## src/pao_pkg.sv

```systemverilog
package pao_pkg;

    // ****************************************
    // Geometry
    // ****************************************
    localparam int NUM_PORTS = 2;
    localparam int PINS_PER_PORT = 8;
    localparam int NUM_PINS = NUM_PORTS * PINS_PER_PORT;

    // ****************************************
    // Register offsets (byte addresses)
    // ****************************************
    localparam logic [7:0] OFS_MCU_CONTROL = 8'h00;
    localparam logic [7:0] OFS_PORT_CONTROL = 8'h04;
    localparam logic [7:0] OFS_A_DIRECTION = 8'h08;
    localparam logic [7:0] OFS_A_LATCH = 8'h0C;
    localparam logic [7:0] OFS_A_PIN = 8'h10;
    localparam logic [7:0] OFS_B_DIRECTION = 8'h14;
    localparam logic [7:0] OFS_B_LATCH = 8'h18;
    localparam logic [7:0] OFS_B_PIN = 8'h1C;

    // ****************************************
    // Fields and reset values
    // ****************************************
    localparam int MCU_GLOBAL_PULLUP_OFF_BIT = 4;
    localparam int MCU_BROWNOUT_SLEEP_UNLOCK_BIT = 5;
    localparam int MCU_BROWNOUT_SLEEP_OFF_BIT = 6;
    localparam logic [7:0] MCU_CONTROL_RW_MASK = 8'h70;
    localparam logic [7:0] MCU_CONTROL_RESET = 8'h00;
    localparam int PCR_PORT_A_PULLUP_OFF_BIT = 0;
    localparam int PCR_PORT_B_PULLUP_OFF_BIT = 1;
    localparam int PCR_PORT_A_BREAK_FIRST_BIT = 4;
    localparam int PCR_PORT_B_BREAK_FIRST_BIT = 5;
    localparam logic [7:0] PORT_CONTROL_RESET = 8'h00;
    localparam logic [7:0] PORT_REG_RESET = 8'h00;

    localparam logic [1:0] AXI_RESP_OKAY = 2'h0;
    localparam logic [1:0] AXI_RESP_SLVERR = 2'h2;

    // ****************************************
    // State records
    // ****************************************
    typedef struct packed {
        logic [7:0] mcu;
        logic [7:0] pcr;
        logic [NUM_PINS-1:0] dir;
        logic [NUM_PINS-1:0] latch;
        logic aw_held;
        logic [7:0] aw_addr;
        logic w_held;
        logic [7:0] w_data;
        logic w_lane0;
        logic bvalid;
        logic [1:0] bresp;
        logic rvalid;
        logic [1:0] rresp;
        logic [31:0] rdata;
    } pao_core_s;

    typedef struct packed {
        logic prev_oe;
        logic sync_meta;
        logic sync_out;
    } pao_pin_s;

    localparam pao_core_s CORE_RESET = '{
        mcu: MCU_CONTROL_RESET,
        pcr: PORT_CONTROL_RESET,
        dir: {NUM_PORTS{PORT_REG_RESET}},
        latch: {NUM_PORTS{PORT_REG_RESET}},
        default: '0
    };
    localparam pao_pin_s PIN_RESET = '0;

endpackage

```

## src/pao_core.sv

```systemverilog
`timescale 1ns/100ps
module pao_core
    import pao_pkg::*;
#(
    parameter int PINS = NUM_PINS
)(
    input wire logic clk_i,
    input wire logic reset_i,
    input wire logic s_axi_awvalid,
    output logic s_axi_awready,
    input wire logic [31:0] s_axi_awaddr,
    input wire logic [2:0] s_axi_awprot,
    input wire logic s_axi_wvalid,
    output logic s_axi_wready,
    input wire logic [31:0] s_axi_wdata,
    input wire logic [3:0] s_axi_wstrb,
    output logic s_axi_bvalid,
    input wire logic s_axi_bready,
    output logic [1:0] s_axi_bresp,
    input wire logic s_axi_arvalid,
    output logic s_axi_arready,
    input wire logic [31:0] s_axi_araddr,
    input wire logic [2:0] s_axi_arprot,
    output logic s_axi_rvalid,
    input wire logic s_axi_rready,
    output logic [31:0] s_axi_rdata,
    output logic [1:0] s_axi_rresp,
    input wire logic sleep_i,
    input wire logic [PINS-1:0] pullup_override_en_i,
    input wire logic [PINS-1:0] pullup_override_val_i,
    input wire logic [PINS-1:0] direction_override_en_i,
    input wire logic [PINS-1:0] direction_override_val_i,
    input wire logic [PINS-1:0] pin_value_override_en_i,
    input wire logic [PINS-1:0] pin_value_override_val_i,
    input wire logic [PINS-1:0] latch_toggle_override_en_i,
    input wire logic [PINS-1:0] input_enable_override_en_i,
    input wire logic [PINS-1:0] input_enable_override_val_i,
    input wire logic [PINS-1:0] pad_in_i,
    output logic [PINS-1:0] pad_out_o,
    output logic [PINS-1:0] pad_oe_o,
    output logic [PINS-1:0] pullup_en_o,
    output logic [PINS-1:0] input_en_o,
    output logic [PINS-1:0] alt_func_pin_input_o,
    output logic global_pullup_off_o,
    output logic brownout_sleep_off_o,
    output logic brownout_sleep_unlock_o
);

    pao_core_s s_reg;
    pao_core_s s_next;
    logic [PINS-1:0] pin_sync;
    logic [PINS-1:0] sw_toggle;
    logic [PINS-1:0] latch_base;
    logic wr_fire;
    logic [1:0] wr_resp;
    logic [31:0] rd_word;
    logic [1:0] rd_resp;

    // ****************************************
    // Bus handshakes
    // ****************************************
    assign s_axi_awready = !s_reg.aw_held && !s_reg.bvalid;
    assign s_axi_wready = !s_reg.w_held && !s_reg.bvalid;
    assign s_axi_arready = !s_reg.rvalid;
    assign s_axi_bvalid = s_reg.bvalid;
    assign s_axi_bresp = s_reg.bresp;
    assign s_axi_rvalid = s_reg.rvalid;
    assign s_axi_rdata = s_reg.rdata;
    assign s_axi_rresp = s_reg.rresp;
    assign wr_fire = s_reg.aw_held && s_reg.w_held && !s_reg.bvalid;
    assign global_pullup_off_o = s_reg.mcu[MCU_GLOBAL_PULLUP_OFF_BIT];
    assign brownout_sleep_off_o = s_reg.mcu[MCU_BROWNOUT_SLEEP_OFF_BIT];
    assign brownout_sleep_unlock_o = s_reg.mcu[MCU_BROWNOUT_SLEEP_UNLOCK_BIT];

    // ****************************************
    // Read decode
    // ****************************************
    always_comb begin
        rd_word = 32'h0000_0000;
        rd_resp = AXI_RESP_OKAY;
        unique case (s_axi_araddr[7:0])
            OFS_MCU_CONTROL: rd_word[7:0] = s_reg.mcu & MCU_CONTROL_RW_MASK;
            OFS_PORT_CONTROL: rd_word[7:0] = s_reg.pcr;
            OFS_A_DIRECTION: rd_word[7:0] = s_reg.dir[7:0];
            OFS_A_LATCH: rd_word[7:0] = s_reg.latch[7:0];
            OFS_A_PIN: rd_word[7:0] = pin_sync[7:0];
            OFS_B_DIRECTION: rd_word[7:0] = s_reg.dir[15:8];
            OFS_B_LATCH: rd_word[7:0] = s_reg.latch[15:8];
            OFS_B_PIN: rd_word[7:0] = pin_sync[15:8];
            default: rd_resp = AXI_RESP_SLVERR;
        endcase
        if (s_axi_araddr[31:8] != 24'h00_0000) begin
            rd_word = 32'h0000_0000;
            rd_resp = AXI_RESP_SLVERR;
        end
    end

    // ****************************************
    // Next state
    // ****************************************
    always_comb begin
        s_next = s_reg;
        sw_toggle = '0;
        latch_base = s_reg.latch;
        wr_resp = AXI_RESP_OKAY;
        if (s_axi_awvalid && s_axi_awready) begin
            s_next.aw_held = 1'b1;
            s_next.aw_addr = (s_axi_awaddr[31:8] == 24'h00_0000) ? s_axi_awaddr[7:0] : 8'hFF;
        end
        if (s_axi_wvalid && s_axi_wready) begin
            s_next.w_held = 1'b1;
            s_next.w_data = s_axi_wdata[7:0];
            s_next.w_lane0 = s_axi_wstrb[0];
        end
        // One write strobe per port register covers all its pins
        if (wr_fire) begin
            s_next.aw_held = 1'b0;
            s_next.w_held = 1'b0;
            s_next.bvalid = 1'b1;
            unique case (s_reg.aw_addr)
                OFS_MCU_CONTROL: if (s_reg.w_lane0) begin
                    s_next.mcu = s_reg.w_data & MCU_CONTROL_RW_MASK;
                end
                OFS_PORT_CONTROL: if (s_reg.w_lane0) begin
                    s_next.pcr = s_reg.w_data;
                end
                OFS_A_DIRECTION: if (s_reg.w_lane0) begin
                    s_next.dir[7:0] = s_reg.w_data;
                end
                OFS_A_LATCH: if (s_reg.w_lane0) begin
                    latch_base[7:0] = s_reg.w_data;
                end
                OFS_A_PIN: if (s_reg.w_lane0) begin
                    sw_toggle[7:0] = s_reg.w_data;
                end
                OFS_B_DIRECTION: if (s_reg.w_lane0) begin
                    s_next.dir[15:8] = s_reg.w_data;
                end
                OFS_B_LATCH: if (s_reg.w_lane0) begin
                    latch_base[15:8] = s_reg.w_data;
                end
                OFS_B_PIN: if (s_reg.w_lane0) begin
                    sw_toggle[15:8] = s_reg.w_data;
                end
                default: wr_resp = AXI_RESP_SLVERR;
            endcase
            s_next.bresp = wr_resp;
        end
        // Toggle applied on top of a same-cycle write so no event is lost
        s_next.latch = latch_base ^ sw_toggle ^ latch_toggle_override_en_i;
        if (s_reg.bvalid && s_axi_bready) begin
            s_next.bvalid = 1'b0;
        end
        if (s_axi_arvalid && s_axi_arready) begin
            s_next.rvalid = 1'b1;
            s_next.rdata = rd_word;
            s_next.rresp = rd_resp;
        end else if (s_reg.rvalid && s_axi_rready) begin
            s_next.rvalid = 1'b0;
        end
    end

    always_ff @(posedge clk_i) begin
        if (reset_i) begin
            s_reg <= CORE_RESET;
        end else begin
            s_reg <= s_next;
        end
    end

    // ****************************************
    // Pins
    // ****************************************
    for (genvar i = 0; i < PINS; i++) begin : g_pin
        localparam int PORT = i / PINS_PER_PORT;
        logic pull_off;
        logic break_first;
        // Global pull-off and sleep shared by every port
        assign pull_off = s_reg.mcu[MCU_GLOBAL_PULLUP_OFF_BIT] |
            s_reg.pcr[PCR_PORT_A_PULLUP_OFF_BIT + PORT];
        assign break_first = s_reg.pcr[PCR_PORT_A_BREAK_FIRST_BIT + PORT];
        pao_pin u_pin (
            .clk_i(clk_i),
            .reset_i(reset_i),
            .dir_bit_i(s_reg.dir[i]),
            .latch_bit_i(s_reg.latch[i]),
            .pullup_off_i(pull_off),
            .break_first_i(break_first),
            .sleep_i(sleep_i),
            .pullup_override_en_i(pullup_override_en_i[i]),
            .pullup_override_val_i(pullup_override_val_i[i]),
            .direction_override_en_i(direction_override_en_i[i]),
            .direction_override_val_i(direction_override_val_i[i]),
            .pin_value_override_en_i(pin_value_override_en_i[i]),
            .pin_value_override_val_i(pin_value_override_val_i[i]),
            .input_enable_override_en_i(input_enable_override_en_i[i]),
            .input_enable_override_val_i(input_enable_override_val_i[i]),
            .pad_in_i(pad_in_i[i]),
            .pad_out_o(pad_out_o[i]),
            .pad_oe_o(pad_oe_o[i]),
            .pullup_en_o(pullup_en_o[i]),
            .input_en_o(input_en_o[i]),
            .alt_func_pin_input_o(alt_func_pin_input_o[i]),
            .pin_sync_o(pin_sync[i])
        );
    end
endmodule

```

## src/pao_pin.sv

```systemverilog
`timescale 1ns/100ps
module pao_pin
    import pao_pkg::*;
(
    input wire logic clk_i,
    input wire logic reset_i,
    input wire logic dir_bit_i,
    input wire logic latch_bit_i,
    input wire logic pullup_off_i,
    input wire logic break_first_i,
    input wire logic sleep_i,
    input wire logic pullup_override_en_i,
    input wire logic pullup_override_val_i,
    input wire logic direction_override_en_i,
    input wire logic direction_override_val_i,
    input wire logic pin_value_override_en_i,
    input wire logic pin_value_override_val_i,
    input wire logic input_enable_override_en_i,
    input wire logic input_enable_override_val_i,
    input wire logic pad_in_i,
    output logic pad_out_o,
    output logic pad_oe_o,
    output logic pullup_en_o,
    output logic input_en_o,
    output logic alt_func_pin_input_o,
    output logic pin_sync_o
);

    pao_pin_s s_reg;
    pao_pin_s s_next;
    logic oe_req;
    logic break_gap;

    // ****************************************
    // Pad control
    // ****************************************
    always_comb begin
        oe_req = direction_override_en_i ? direction_override_val_i : dir_bit_i;
        // Gap only on a rising request; falling switches at once
        break_gap = break_first_i && oe_req && !s_reg.prev_oe;
        pad_oe_o = oe_req && !break_gap;
        pad_out_o = pad_oe_o &&
            (pin_value_override_en_i ? pin_value_override_val_i : latch_bit_i);
        if (pullup_override_en_i) begin
            pullup_en_o = pullup_override_val_i;
        end else begin
            pullup_en_o = !dir_bit_i && latch_bit_i && !pullup_off_i;
        end
        input_en_o = input_enable_override_en_i ? input_enable_override_val_i : !sleep_i;
        // Unsynchronised on purpose; consumers use it as clock or sync it
        alt_func_pin_input_o = pad_in_i && input_en_o;
        pin_sync_o = s_reg.sync_out;
        s_next.prev_oe = oe_req;
        s_next.sync_meta = alt_func_pin_input_o;
        s_next.sync_out = s_reg.sync_meta;
    end

    always_ff @(posedge clk_i) begin
        if (reset_i) begin
            s_reg <= PIN_RESET;
        end else begin
            s_reg <= s_next;
        end
    end
endmodule

```

## config.mk

```make
export PLATFORM = sky130hd
export DESIGN_NAME = pao_core
export DESIGN_NICKNAME = d
export VERILOG_FILES = /design/src/pao_pkg.sv /design/src/pao_core.sv /design/src/pao_pin.sv
export SDC_FILE = /design/constraint.sdc
export NUM_CORES = 1
export LEC_CHECK = 0
export ABC_AREA = 1
export BUFFER_PORTS_ARGS = -buffer_cell sky130_fd_sc_hd__buf_2
export CORE_AREA = 4 4 155 157
export DETAILED_ROUTE_END_ITERATION = 12
export DIE_AREA = 0 0 159 161
export PLACE_DENSITY = 0.61
export SETUP_SLACK_MARGIN = 0.02
export SYNTH_ARGS = -nofsm -noshare
export SYNTH_HDL_FRONTEND = slang
export SYNTH_HIERARCHICAL = 1
export SYNTH_SLANG_ARGS = --single-unit
```

## constraint.sdc

```tcl
create_clock -name clk_i -period 2.5 [get_ports clk_i]
set_clock_uncertainty 0.1 [all_clocks]
set_input_delay 0.125 -clock clk_i [delete_from_list [all_inputs] [get_ports clk_i]]
set_output_delay 0.125 -clock clk_i [all_outputs]
set_load 0.03 [all_outputs]
```

==> results.md <==
- WP data required: 2.76 ns
- Tcrit/Tclk final: 0.782
- Worst-Skew Late Latency: 0.42 ns
- Remaining Overflow, GRT: 0
- Design area: 11,100 sq um
- Hold-critical path depth: 5
- Layout cell share with drive strength beyond 1: 0.285
- IO Pins: 398
- HP Class: input port to register
- Critical Path End Type: register
- CORE AREA: 22,500 sq um
- Max-cap violations: 0
- Syn Inst Count: 1,264
- Sequential fraction of the synthesis area: 0.320
- Hold Fails Final Rpt: 0
- Avg Cell Area, Syn: around 6 sq um
- Placed Cells: 1,867
- Final Core Density: 0.493
- Power Density: 519 nW/um^2
- Pins Over Slew Limit: 0
- WL per Instance: approximately 13 um
- Reg-to-Reg Start: s_reg[86]
- Crit path launch type: register
- First-pass GRT wire length: 41,800 um
- Die Ht: 161 um
- Placed Area: 9510 sq um
- Tmin final: 1.95 ns
- Largest net degree at the start of global routing: 45
- Storage cell area: 2440 sq um
- Fmax: between 500 and 600 MHz
- Clock buffer count from CTS: 17
- Worst setup margin: 0.545 ns
- Root Driver: clkbuf_16
- Ys async rst share: 0
- Worst-path clk slew: 0.06 ns
- Drt drc: 0
- Vias: 8,853
- Kind of critical path: register to register
- Post-cts repair resize count: 0
- CP arrival: around 2.2 ns
- Outcome: completed
- WHS: 0.0187 ns
- DP HPWL: roughly 21,000 um
- Drt total wl: 26,600 um
- Total track usage: 0.201
- Filler Cells Inserted: 2,322
- Initial core utilization: 0.339
- RD Place Congestion: roughly 0.87
- Top cell type's share of synthesized area: 0.320
- Hold Startpoint: latch_toggle_override_en_i[12]
- Measured slew at the worst slew-check pin: between 0.5 and 0.6 ns
- Yosys Warn Count: 6
- First-pass detailed-route iteration total: 5
- Inserted Diodes: 0
- Number of synthesized flops with an enable pin: 0
- Area grow syn2layout: 45.3%
- Worst slack at placement: 0.619 ns
- DR vias/cell: ~4.4
- Unique cell type count in the Yosys netlist: 31
- Clock Sinks: 122
- CTS tree: done
- Slew HR: 0.629
- Final Instance Count excl. Fillers: 2,000
- Antenna violations before repair: 1
- R2R Setup Slk: 0.55 ns
- WHS Endpoint: s_reg[69]
- Synth top area cells: dfxtp_1 32%, nand2_1 16%, inv_1 11%, nor2_1 10%, nand3_1 5.2%
- Worst r2r dst: g_pin[13].u_pin/s_reg[2]
- Pleak: 6.03 nW
- Die footprint: 25,600 sq um
- Unrepaired setup endpoints after global routing: false
- Routed Antenna Nets: 0
- Number of global-route vias before repair: 8,513
- Nets@finish: 1,976
- Row count: between 50 and 60
- Post-synth top flop: dfxtp_1
- Max FFs per register: 57
- Number of port buffers: 338
- Die width: between 150 and 200 um
- Final setup viols: 0
- Power Total: 5.76 mW
- 1st-iter DRT viols: 572
- #FFs+latches synth: approximately 120
- R2r worst-path depth: 6
- H-tree levels: 4
- Post-synthesis cell area: 7630 sq um
- Max VDD drop: ~270 uV
- Most area-hungry cell type in the Yosys netlist: dfxtp_1
- Setup TNS: 0 ns
- CP max FO: 3
- Clk buf depth: 2
- Post-CTS Setup Bufs: 0
- Area occupied by multi-input gates: 4030 sq um
[power breakdown]
part	switching, mW	leakage [nW]	internal, mW
Combinational	0.751	4.76	0.498
Sequential	0.0851	1.00	2.04
Clock	0.893	0.267	1.49
[how the worst max path moves through the flow]
stage | start | depth (start not counted) | end
3_5_place_dp | s_axi_bvalid | 7 | s_reg[63]
3_3_place_gp | s_axi_bvalid | 7 | s_reg[63]
6_report | s_reg[86] | 6 | g_pin[13].u_pin/s_reg[2]
4_1_cts | direction_override_val_i[13] | 9 | g_pin[13].u_pin/s_reg[2]
2_1_floorplan | s_axi_rvalid | 9 | s_axi_rdata[0]
5_1_grt | s_reg[48] | 8 | s_reg[69]
[layout by cell type (no fill, tap or decap), drive strengths merged, types with 22 or more instances in the layout]
| cell | n |
|---|---|
| nand2 | 356 |
| buf | 350 |
| inv | 240 |
| nor2 | 233 |
| dfxtp | 122 |
| nand3 | 114 |
| dlygate4sd3 | 101 |
| a21oi | 51 |
| o21ai | 33 |
| conb | 26 |
| clkbuf | 22 |
[Yosys cell counts, types with 17 or more instances]
cell type  count
inv_1        221
nor2_2        23
a21oi_1       51
buf_4         36
nand3_2       34
inv_2         17
dfxtp_1      122
nand3_1       80
nand2_2       32
and2_1        17
nand2_1      324
o21ai_0       30
nor2_1       209
[metal layers]
metal,vias to the layer above,part of all wire,global-route usage
met5,-,0.00026,0
met4,2,0.036,0.0868
met3,49,0.085,0.0467
met2,395,0.49,0.361
met1,3789,0.39,0.229
li1,4618,-,-
[worst max-delay path, cell delays in order, from the launching register on]
cell,delay (ns)
dfxtp_1,0.43
inv_2,0.07
nand2_2,0.07
nand2_1,0.04
dlygate4sd3_1,0.55
nor2_1,0.08
dlygate4sd3_1,0.54
[layout make-up]
type | count | area share
Multi-Input combinational cell | 872 | 0.364
Clock buffer | 22 | 0.0410
Tap cell | 285 | 0.0322
Sequential cell | 122 | 0.220
Clock inverter | 10 | 0.0106
Inverter | 238 | 0.0806
Timing Repair Buffer | 451 | 0.252
[what timing repair did]
item / 4_1_cts / 5_1_grt
hold buffers: 102 / 0
hold endpoints to repair: 58 / 0
endpoints found under the setup margin: 0 / 1
[logic make-up (layout without fill, tap and decap cells)]
group | Yosys count | count (layout) | share of synthesized area
AO/OA/AOI/OAI | 91 | 91 | 0.0618
XOR/XNOR | 13 | 13 | 0.0149
buffers and inverters | 295 | 721 | 0.164
flip-flops | 122 | 122 | 0.320
other | 1 | 26 | 0.000491
AND/OR/NAND/NOR | 742 | 742 | 0.438
(Power assumes the default switching activity.)
